File: src/gpc_pkg.sv
package gpc_pkg;
  // register indices; byte address is four times the index
  localparam logic [7:0] GPC_IDX_MAIN = 8'hE0;
  localparam logic [7:0] GPC_IDX_TIMER_CFG = 8'hE1;
  localparam logic [7:0] GPC_IDX_WAKE_RETURN = 8'hEB;
  localparam logic [7:0] GPC_IDX_SCRATCH_ONE = 8'hEC;
  localparam logic [7:0] GPC_IDX_SCRATCH_TWO = 8'hED;
  localparam logic [7:0] GPC_IDX_WAKE_CONTROL = 8'hEE;
  localparam logic [7:0] GPC_IDX_ACTIVITY_MODE = 8'hEF;
  localparam logic [7:0] GPC_IDX_IRQ_STATUS = 8'hF0;
  localparam logic [7:0] GPC_IDX_IRQ_MASK = 8'hF1;

  // main control/status field positions
  localparam int GPC_B_MODE_SEL = 7;
  localparam int GPC_B_PANEL_EN = 6;
  localparam int GPC_B_SMI_EN = 5;
  localparam int GPC_B_IRQ15_EN = 4;
  localparam int GPC_B_NORMAL = 3;
  localparam int GPC_B_TIMER = 2;
  localparam int GPC_B_EXT = 1;
  localparam int GPC_B_FORCE = 0;

  // timer configuration field positions
  localparam int GPC_B_FORCE_CMD = 3;
  localparam int GPC_F_TSEL_MSB = 2;

  // interrupt status bit positions
  localparam int GPC_B_EV_ENTRY = 0;
  localparam int GPC_B_EV_WAKE = 1;
  localparam int GPC_EV_W = 2;

  // reset values and the wake return write mask
  localparam logic [7:0] GPC_RST_CTRL = 8'h00;
  localparam logic [2:0] GPC_RST_TSEL = 3'h0;
  localparam logic [7:0] GPC_RST_PLAIN = 8'h00;
  localparam logic [1:0] GPC_RST_MASK = 2'h0;
  localparam logic [2:0] GPC_WAKE_RETURN_MASK = 3'h7;

  // timing
  localparam int GPC_CLK_HZ = 10_000_000;
  localparam int GPC_CLK_PERIOD_NS = 100;
  localparam int GPC_WAKE_DELAY_NS = 20;
  localparam int GPC_WAKE_DELAY_RAW = (GPC_WAKE_DELAY_NS + GPC_CLK_PERIOD_NS - 1) / GPC_CLK_PERIOD_NS;
  localparam int GPC_WAKE_DELAY_CYC = (GPC_WAKE_DELAY_RAW < 1) ? 1 : GPC_WAKE_DELAY_RAW;

  // idle period in seconds per selector code
  localparam logic [13:0] GPC_IDLE_SECS [0:7] = '{14'h000F, 14'h0078, 14'h012C, 14'h0384,
                                                  14'h0708, 14'h0A8C, 14'h0E10, 14'h3840};

  typedef enum logic [1:0] {
    GPC_ST_NORMAL = 2'b00,
    GPC_ST_LOW = 2'b01,
    GPC_ST_WAKING = 2'b10
  } gpc_state_t;
endpackage

File: src/gpc_sync.sv
`timescale 1ns/1ns
`default_nettype none
module gpc_sync #(
  parameter int W = 1
) (
  input wire logic clk_sys,
  input wire logic nrst,
  input wire logic [W-1:0] d_in,
  output logic [W-1:0] q_out
);
  logic [W-1:0] meta_r;

  // two stages; only the second is visible outside
  always_ff @(posedge clk_sys) begin
    if (!nrst) begin
      meta_r <= '0;
      q_out <= '0;
    end else begin
      meta_r <= d_in;
      q_out <= meta_r;
    end
  end
endmodule
`default_nettype wire

File: src/gpc_top.sv
`timescale 1ns/1ns
`default_nettype none
// Notes on behaviour
// - main bit 7: 0 autonomous low power, 1 interrupt-driven; resets 0.
// - bit 6 enables panel power output handling; resets 0.
// - bit 5 enables management interrupt output; resets 0.
// - bit 4 sends interrupt-driven events on line 15 instead.
// - bit 3 read-only: 0 low power, 1 normal; resets 1.
// - status bit returns to 1 shortly after wake-up event.
// - bit 2 write enables idle timer entry; write 0 blocks and clears flag.
// - bit 2 read: idle timer caused present entry.
// - bit 1 write enables request pin entry; write 0 blocks and clears flag.
// - bit 1 read: request pin caused present entry.
// - bit 0 write enables forced entry; write 0 disables and clears flag.
// - bit 0 read: software force caused present entry.
// - force command bit 3 enters low power when forced entry enabled.
// - idle period picked by three-bit code, 15 s up to 240 min.
module gpc_top
  import gpc_pkg::*;
#(
  parameter int TICKS_PER_SEC = GPC_CLK_HZ
) (
  input wire logic clk_sys,
  input wire logic nrst,
  input wire logic [9:0] avs_address,
  input wire logic avs_read,
  input wire logic avs_write,
  input wire logic [31:0] avs_writedata,
  output logic [31:0] avs_readdata,
  output logic avs_waitrequest,
  input wire logic external_pm_request_in_n,
  input wire logic wake_event_in,
  input wire logic activity_in,
  output logic panel_power_enable_out_n,
  output logic system_mgmt_interrupt_out_n,
  output logic irq15_out,
  output logic irq_out,
  output logic low_power_state
);
  gpc_state_t state_r, state_nxt;
  logic [2:0] pins_s;
  logic ext_req_s, wake_s, act_s, ext_prev_r, ext_fall;
  logic ack_r, req, acc_wr, acc_rd;
  logic [7:0] idx;
  logic aligned;
  logic [3:0] mode_r;
  logic [2:0] en_r, flag_r, flag_set;
  logic normal_r;
  logic [2:0] tsel_r;
  logic [7:0] wret_r, scr1_r, scr2_r, wctl_r, amode_r;
  logic [GPC_EV_W-1:0] ev_st_r, ev_mask_r, ev_set;
  logic [23:0] presc_r;
  logic [13:0] secs_r;
  logic timer_hit, force_hit, ext_hit, enter, wake;
  logic [3:0] wdly_r;
  logic smi_pulse_r, irq15_r;
  logic [7:0] rd_byte;

  // pins cross into the clock domain first
  gpc_sync #(.W(3)) u_sync (
    .clk_sys(clk_sys),
    .nrst(nrst),
    .d_in({activity_in, wake_event_in, ~external_pm_request_in_n}),
    .q_out(pins_s)
  );
  assign ext_req_s = pins_s[0];
  assign wake_s = pins_s[1];
  assign act_s = pins_s[2];

  // request pin acts on its asserting edge only
  always_ff @(posedge clk_sys) begin
    if (!nrst) begin
      ext_prev_r <= 1'b0;
    end else begin
      ext_prev_r <= ext_req_s;
    end
  end
  assign ext_fall = ext_req_s & ~ext_prev_r;

  // bus slave: one wait cycle, then accept
  assign req = avs_read | avs_write;
  assign avs_waitrequest = req & ~ack_r;
  assign acc_wr = avs_write & ack_r;
  assign acc_rd = avs_read & ack_r;
  assign aligned = (avs_address[1:0] == 2'b00);
  assign idx = avs_address[9:2];

  always_ff @(posedge clk_sys) begin
    if (!nrst) begin
      ack_r <= 1'b0;
    end else begin
      ack_r <= req & ~ack_r;
    end
  end

  // entry triggers, only taken from normal operation
  assign timer_hit = en_r[GPC_B_TIMER] && (secs_r >= GPC_IDLE_SECS[tsel_r]);
  assign force_hit = acc_wr && aligned && idx == GPC_IDX_TIMER_CFG
                     && avs_writedata[GPC_B_FORCE_CMD] && en_r[GPC_B_FORCE];
  assign ext_hit = en_r[GPC_B_EXT] && ext_fall;
  assign enter = (state_r == GPC_ST_NORMAL) && (timer_hit || force_hit || ext_hit);
  assign wake = (state_r == GPC_ST_LOW) && (wake_s || act_s);

  // one flag per entry, force first when several coincide
  always_comb begin
    flag_set = 3'h0;
    if (enter) begin
      if (force_hit) begin
        flag_set[GPC_B_FORCE] = 1'b1;
      end else if (ext_hit) begin
        flag_set[GPC_B_EXT] = 1'b1;
      end else begin
        flag_set[GPC_B_TIMER] = 1'b1;
      end
    end
  end

  // power state machine
  always_comb begin
    state_nxt = state_r;
    unique case (state_r)
      GPC_ST_NORMAL: begin
        if (enter) begin
          state_nxt = GPC_ST_LOW;
        end
      end
      GPC_ST_LOW: begin
        if (wake) begin
          state_nxt = GPC_ST_WAKING;
        end
      end
      GPC_ST_WAKING: begin
        if (wdly_r == 4'(GPC_WAKE_DELAY_CYC - 1)) begin
          state_nxt = GPC_ST_NORMAL;
        end
      end
      default: state_nxt = GPC_ST_NORMAL;
    endcase
  end

  always_ff @(posedge clk_sys) begin
    if (!nrst) begin
      state_r <= GPC_ST_NORMAL;
    end else begin
      state_r <= state_nxt;
    end
  end

  // wake delay count; the status bit follows it
  always_ff @(posedge clk_sys) begin
    if (!nrst) begin
      wdly_r <= 4'h0;
    end else if (state_r == GPC_ST_WAKING) begin
      wdly_r <= wdly_r + 4'h1;
    end else begin
      wdly_r <= 4'h0;
    end
  end

  // status bit driven by logic, never by a write
  always_ff @(posedge clk_sys) begin
    if (!nrst) begin
      normal_r <= 1'b1;
    end else if (enter) begin
      normal_r <= 1'b0;
    end else if (state_r == GPC_ST_WAKING && state_nxt == GPC_ST_NORMAL) begin
      normal_r <= 1'b1;
    end
  end
  assign low_power_state = ~normal_r;

  // idle timer: seconds prescaler and counter, restarted by activity
  always_ff @(posedge clk_sys) begin
    if (!nrst) begin
      presc_r <= 24'h000000;
      secs_r <= 14'h0000;
    end else if (act_s || state_r != GPC_ST_NORMAL || !en_r[GPC_B_TIMER] || enter) begin
      presc_r <= 24'h000000;
      secs_r <= 14'h0000;
    end else if (presc_r == 24'(TICKS_PER_SEC - 1)) begin
      presc_r <= 24'h000000;
      if (secs_r != 14'h3FFF) begin
        secs_r <= secs_r + 14'h0001;
      end
    end else begin
      presc_r <= presc_r + 24'h000001;
    end
  end

  // mode, output enables and entry enables of the main register
  always_ff @(posedge clk_sys) begin
    if (!nrst) begin
      mode_r <= GPC_RST_CTRL[7:4];
      en_r <= GPC_RST_CTRL[2:0];
    end else if (acc_wr && aligned && idx == GPC_IDX_MAIN) begin
      mode_r <= avs_writedata[7:4];
      en_r <= avs_writedata[2:0];
    end
  end

  // entry flags: set wins over a clearing write
  always_ff @(posedge clk_sys) begin
    if (!nrst) begin
      flag_r <= 3'h0;
    end else begin
      for (int i = 0; i < 3; i++) begin
        if (flag_set[i]) begin
          flag_r[i] <= 1'b1;
        end else if (acc_wr && aligned && idx == GPC_IDX_MAIN && !avs_writedata[i]) begin
          flag_r[i] <= 1'b0;
        end
      end
    end
  end

  // timer select; force command bit is a strobe, not stored
  always_ff @(posedge clk_sys) begin
    if (!nrst) begin
      tsel_r <= GPC_RST_TSEL;
    end else if (acc_wr && aligned && idx == GPC_IDX_TIMER_CFG) begin
      tsel_r <= avs_writedata[GPC_F_TSEL_MSB:0];
    end
  end

  // plain storage registers
  always_ff @(posedge clk_sys) begin
    if (!nrst) begin
      wret_r <= GPC_RST_PLAIN;
      scr1_r <= GPC_RST_PLAIN;
      scr2_r <= GPC_RST_PLAIN;
      wctl_r <= GPC_RST_PLAIN;
      amode_r <= GPC_RST_PLAIN;
    end else if (acc_wr && aligned) begin
      unique case (idx)
        GPC_IDX_WAKE_RETURN: wret_r <= {5'h00, avs_writedata[2:0] & GPC_WAKE_RETURN_MASK};
        GPC_IDX_SCRATCH_ONE: scr1_r <= avs_writedata[7:0];
        GPC_IDX_SCRATCH_TWO: scr2_r <= avs_writedata[7:0];
        GPC_IDX_WAKE_CONTROL: wctl_r <= avs_writedata[7:0];
        GPC_IDX_ACTIVITY_MODE: amode_r <= avs_writedata[7:0];
        default: ;
      endcase
    end
  end

  // event status: sticky, cleared by a read, set wins
  assign ev_set = {wake, enter};
  always_ff @(posedge clk_sys) begin
    if (!nrst) begin
      ev_st_r <= '0;
    end else if (acc_rd && aligned && idx == GPC_IDX_IRQ_STATUS) begin
      // only bits the reader saw are cleared, so an event in the wait cycle survives
      ev_st_r <= (ev_st_r & ~avs_readdata[GPC_EV_W-1:0]) | ev_set;
    end else begin
      ev_st_r <= ev_st_r | ev_set;
    end
  end

  always_ff @(posedge clk_sys) begin
    if (!nrst) begin
      ev_mask_r <= GPC_RST_MASK;
    end else if (acc_wr && aligned && idx == GPC_IDX_IRQ_MASK) begin
      ev_mask_r <= avs_writedata[GPC_EV_W-1:0];
    end
  end
  assign irq_out = |(ev_st_r & ev_mask_r);

  // management interrupt pulse, or line 15 held until the main register is written
  always_ff @(posedge clk_sys) begin
    if (!nrst) begin
      smi_pulse_r <= 1'b0;
      irq15_r <= 1'b0;
    end else begin
      smi_pulse_r <= (enter || wake) && mode_r[GPC_B_MODE_SEL-4] && mode_r[GPC_B_SMI_EN-4]
                     && !mode_r[GPC_B_IRQ15_EN-4];
      if ((enter || wake) && mode_r[GPC_B_MODE_SEL-4] && mode_r[GPC_B_IRQ15_EN-4]) begin
        irq15_r <= 1'b1;
      end else if (acc_wr && aligned && idx == GPC_IDX_MAIN) begin
        irq15_r <= 1'b0;
      end
    end
  end
  assign system_mgmt_interrupt_out_n = ~smi_pulse_r;
  assign irq15_out = irq15_r;

  // panel power drops in low power only when handling is enabled
  always_ff @(posedge clk_sys) begin
    if (!nrst) begin
      panel_power_enable_out_n <= 1'b0;
    end else begin
      panel_power_enable_out_n <= mode_r[GPC_B_PANEL_EN-4] && (state_nxt != GPC_ST_NORMAL);
    end
  end

  // read mux; unmapped or unaligned reads return zero
  always_comb begin
    rd_byte = 8'h00;
    if (aligned) begin
      unique case (idx)
        GPC_IDX_MAIN: rd_byte = {mode_r, normal_r, flag_r};
        GPC_IDX_TIMER_CFG: rd_byte = {5'h00, tsel_r};
        GPC_IDX_WAKE_RETURN: rd_byte = wret_r;
        GPC_IDX_SCRATCH_ONE: rd_byte = scr1_r;
        GPC_IDX_SCRATCH_TWO: rd_byte = scr2_r;
        GPC_IDX_WAKE_CONTROL: rd_byte = wctl_r;
        GPC_IDX_ACTIVITY_MODE: rd_byte = amode_r;
        GPC_IDX_IRQ_STATUS: rd_byte = {6'h00, ev_st_r};
        GPC_IDX_IRQ_MASK: rd_byte = {6'h00, ev_mask_r};
        default: rd_byte = 8'h00;
      endcase
    end
  end

  // data captured in the wait cycle, stands through the accept edge
  always_ff @(posedge clk_sys) begin
    if (!nrst) begin
      avs_readdata <= 32'h00000000;
    end else if (avs_read && !ack_r) begin
      avs_readdata <= {24'h000000, rd_byte};
    end
  end
endmodule
`default_nettype wire

File: config.mk
export PLATFORM = sky130hd
export DESIGN_NAME = gpc_top
export DESIGN_NICKNAME = d
export VERILOG_FILES = /design/src/gpc_pkg.sv /design/src/gpc_sync.sv /design/src/gpc_top.sv
export SDC_FILE = /design/constraint.sdc
export NUM_CORES = 1
export LEC_CHECK = 0
export BUFFER_PORTS_ARGS = -buffer_cell sky130_fd_sc_hd__buf_2
export CAP_MARGIN = 20
export CORE_ASPECT_RATIO = 1.25
export CORE_MARGIN = 2
export CORE_UTILIZATION = 30
export DETAILED_ROUTE_END_ITERATION = 12
export PLACE_DENSITY = 0.45
export REMOVE_ABC_BUFFERS = 1
export SYNTH_ARGS = -nofsm -noshare
export SYNTH_HDL_FRONTEND = slang
export SYNTH_SLANG_ARGS = --single-unit
File: constraint.sdc
create_clock -name clk_sys -period 3.58 [get_ports clk_sys]
set_input_delay 0.179 -clock clk_sys [delete_from_list [all_inputs] [get_ports clk_sys]]
set_output_delay 0.179 -clock clk_sys [all_outputs]
set_load 0.01 [all_outputs]
==> flow_metrics.py <==
metrics = {
    "outcome": {
        "status": "complete, no violations",
    },
    "pwr": {
        "power.density_nw_per_um2": 441,
        "p_leak_nw": 2.57,
        "ir_worst_vdd_v": 0.000297,
    },
    "worst_hold_path": {
        "hold_end": "scr1_r[3]",
        "worst_hold_path.num_cells": 3,
        "worstHoldStart": "avs_writedata[3]",
        "holdCritPathClass": "in2reg",
    },
    "synth": {
        "avgSynthCellArea_um2": 9.54,
        "synth.ff_latch_count": 116,
        "ys_warn_count": 0,
        "ys_async_sr_fraction_pct": 0,
        "netlist_area_um2": 6020,
        "synth_cells": 631,
        "ys_types": 60,
        "synthFlopType": "dfxtp_1",
        "synth-edff-count": 0,
        "ys_seq_area_share_pct": 38.6,
    },
    "timing": {
        "period_share_pct": 83.9,
        "final_max_slew_viol_count": 0,
        "worstMarginPinSlew_ns": 0.993,
        "slew_headroom_pct": 33.5,
        "whs_ns": 0.109,
        "finalSetupTns_ns": 0,
        "finalHoldViolCount": 0,
        "setup_viol": 0,
        "rsz0062_at_grt": "no",
        "skew_ns": 0.00839,
        "fmax_mhz": 333,
        "min_period_ns": 3.00,
    },
    "clocking": {
        "root_buffer": "clkbuf_16",
        "numClockSinks": 116,
        "clock_path_buffers": 2,
        "clk_pin_slew_ns": 0.06,
        "cts_buffers": 17,
        "cts_tree": "done",
        "ctsResizeCount": 0,
        "clkLatencyLatePin_ns": 0.41,
        "ctsHtreeMaxLevel": 4,
    },
    "worst_setup_path": {
        "startpoint_type": "flop",
        "rr_startpoint": "tsel_r[1]",
        "cp_num_buf_inv": 2,
        "slowest_delay_ns": 0.54,
        "critPathMaxFanout": 8,
        "reg2reg_depth": 11,
        "path_delay_family": "compound AO/OA/AOI/OAI gates",
        "critPathRequiredTime_ns": 3.87,
        "r2r_slack_ns": 0.58,
        "cp.arrival_ns": 3.30,
        "endpoint_kind": "flop",
        "path_class": "reg2reg",
        "reg2reg_to": "smi_pulse_r",
        "worstPathCellList": "inv_1, ha_1, nor2b_1, a21oi_1, ha_1, nand4_1, a21oi_1, o311ai_0, buf_4, a31oi_1, o311a_1",
        "crit_slowest_cell": "o311ai_0",
    },
    "route": {
        "vias": 4603,
        "routed_wl_mm": 14.0,
        "viasPerCell": 4.88,
        "routedWlPerCell_um": 14.8,
        "antenna_left": 0,
        "firstDrtPassIters": 4,
        "drtIter0Drc": 316,
        "route.detailed.drc": 0,
    },
    "floorplanning": {
        "die_area_um2": 21200,
        "core_um2": 19500,
        "num_io_pins": 87,
        "fp.dieH_um": 162,
        "die_x_um": 131,
        "initial_core_util_pct": 30.8,
        "fp-row-count": 57,
    },
    "global_route": {
        "grt_pass1_vias": 4527,
        "grt_overflow": 0,
        "grt_max_degree": 43,
        "antenna_found_initial": 0,
        "track_usage_pct": 13.9,
        "grt_pass1_wl_mm": 23.0,
    },
    "place": {
        "place_congestion": 0.746,
        "dpl.hpwl_mm": 10.1,
        "dpl-instance-area_um2": 6360,
        "port_buffers": 38,
    },
    "final_layout": {
        "final_common_cell": "dfxtp_1",
        "syn_to_final_growth_pct": 15.8,
        "final_cell_mix": "dfxtp_1 (116), nor2b_1 (52), mux2i_1 (47)",
        "final_net_count": 739,
        "drive_gt1_share_pct": 14.6,
        "design_area_um2": 6970,
        "n_antenna_cell": 0,
    },
    "run": {
        "maxCapViolCount": 0,
    },
}
## sequential cells by signal, summed over array words and instances, names as in the netlist, 8 cells and up
signal        flops
secs_r           14
scr2_r            8
scr1_r            8
wctl_r            8
avs_readdata      8
amode_r           8
presc_r          24
## cells in the mapped netlist (3+ instances only)
master    count  area share, %
a21boi_0     11            1.4
a21oi_1      21            1.7
a22o_1        9            1.3
a22oi_1       5           0.62
and2_1       11            1.1
and3_1        9           0.93
and4_1        3           0.44
buf_2         8           0.66
buf_4        28            3.5
clkbuf_1     19            1.2
dfxtp_1     116             39
ha_1         24            5.0
inv_1        15           0.93
mux2i_1      47            7.8
mux4_1        4            1.7
mux4_2        6            2.2
nand2_1      31            1.9
nand2b_1      7           0.73
nand3_1      24            2.0
nand4_1      15            1.6
nor2_1       23            1.4
nor2b_1      52            5.4
nor3_1       29            2.4
nor4_1        3           0.31
nor4_2        3           0.62
nor4b_1       3           0.44
o21a_1        3           0.37
o21ai_0      18            1.5
o31ai_1       6           0.75
or3_1         8           0.83
or4_1         7           0.87
xnor2_1       8            1.2
xor2_1       18            2.6
## what timing repair did
item	in CTS	in global routing
buffers inserted	0	0
hold buffers	3	0
setup endpoints to repair	0	0
hold endpoints to repair	3	0
## report_power, final
part / internal [mW] / leakage [nW] / total [mW] / switching [mW]
registers: 1.30 / 0.936 / 1.30 / 0.00234
clock network: 0.988 / 0.283 / 1.68 / 0.694
logic: 0.0346 / 1.36 / 0.0972 / 0.0625
## tightest hold or removal path, delay by kind of cell
kind	cells	cell delay, ns
buffers and inverters	1	0.13
muxes	1	0.08
and+or+nand+nor	1	0.09
## how the worst max path moves through the flow
stage          startpoint  depth (start not counted)  slack, ns                       end
2_1_floorplan   tsel_r[2]                          7       0.38                presc_r[1]
3_3_place_gp    tsel_r[1]                         11       0.63  panel_power_enable_out_n
3_5_place_dp    tsel_r[1]                         11       0.63  panel_power_enable_out_n
4_1_cts         tsel_r[1]                         11       0.62  panel_power_enable_out_n
5_1_grt         tsel_r[1]                         11       0.34               smi_pulse_r
6_report        tsel_r[1]                         11       0.58               smi_pulse_r
## routing by layer
metal  track usage [%]  up-vias  wire [µm]
li1                  -     2305          -
met1              18.0     2197       6650
met3              3.38       18        443
met4              5.13        0        257
met2              22.5       83       6640
met5                 0        -          0
## layout make-up
type | instances | area [µm²]
fill | 2000 | 12600
multi-input combinational | 467 | 3400
sequential | 116 | 2320
clock buffer | 17 | 425
tap | 265 | 332
timing repair buffer | 49 | 278
clock inverter | 15 | 158
inverter | 15 | 56.3
## stage by stage
step                power, mW  instances  setup WS [ns]  util, %
floorplan                1.37        598          0.383        -
global placement         1.42        908          0.631     32.5
detailed placement       1.42        908          0.626     32.5
CTS                      3.13        943          0.621     35.7
global route             3.20        944          0.335     35.7
finish                   3.08        944          0.576     35.7
## logic make-up (layout without fill, tap and decap cells)
logic type	count (synthesis)	after routing	share of synthesized area, %
and+or+nand+nor	246	246	24.1
DFF	116	116	38.6
AOI/OAI and AO/OA	89	89	10.0
buffers and inverters	71	96	6.46
muxes	58	58	12.0
xor gates and xnor gates	26	26	3.78
adders and majority gates	24	24	4.99
other	1	24	0.0623
Power figures use the tool's default switching activity.
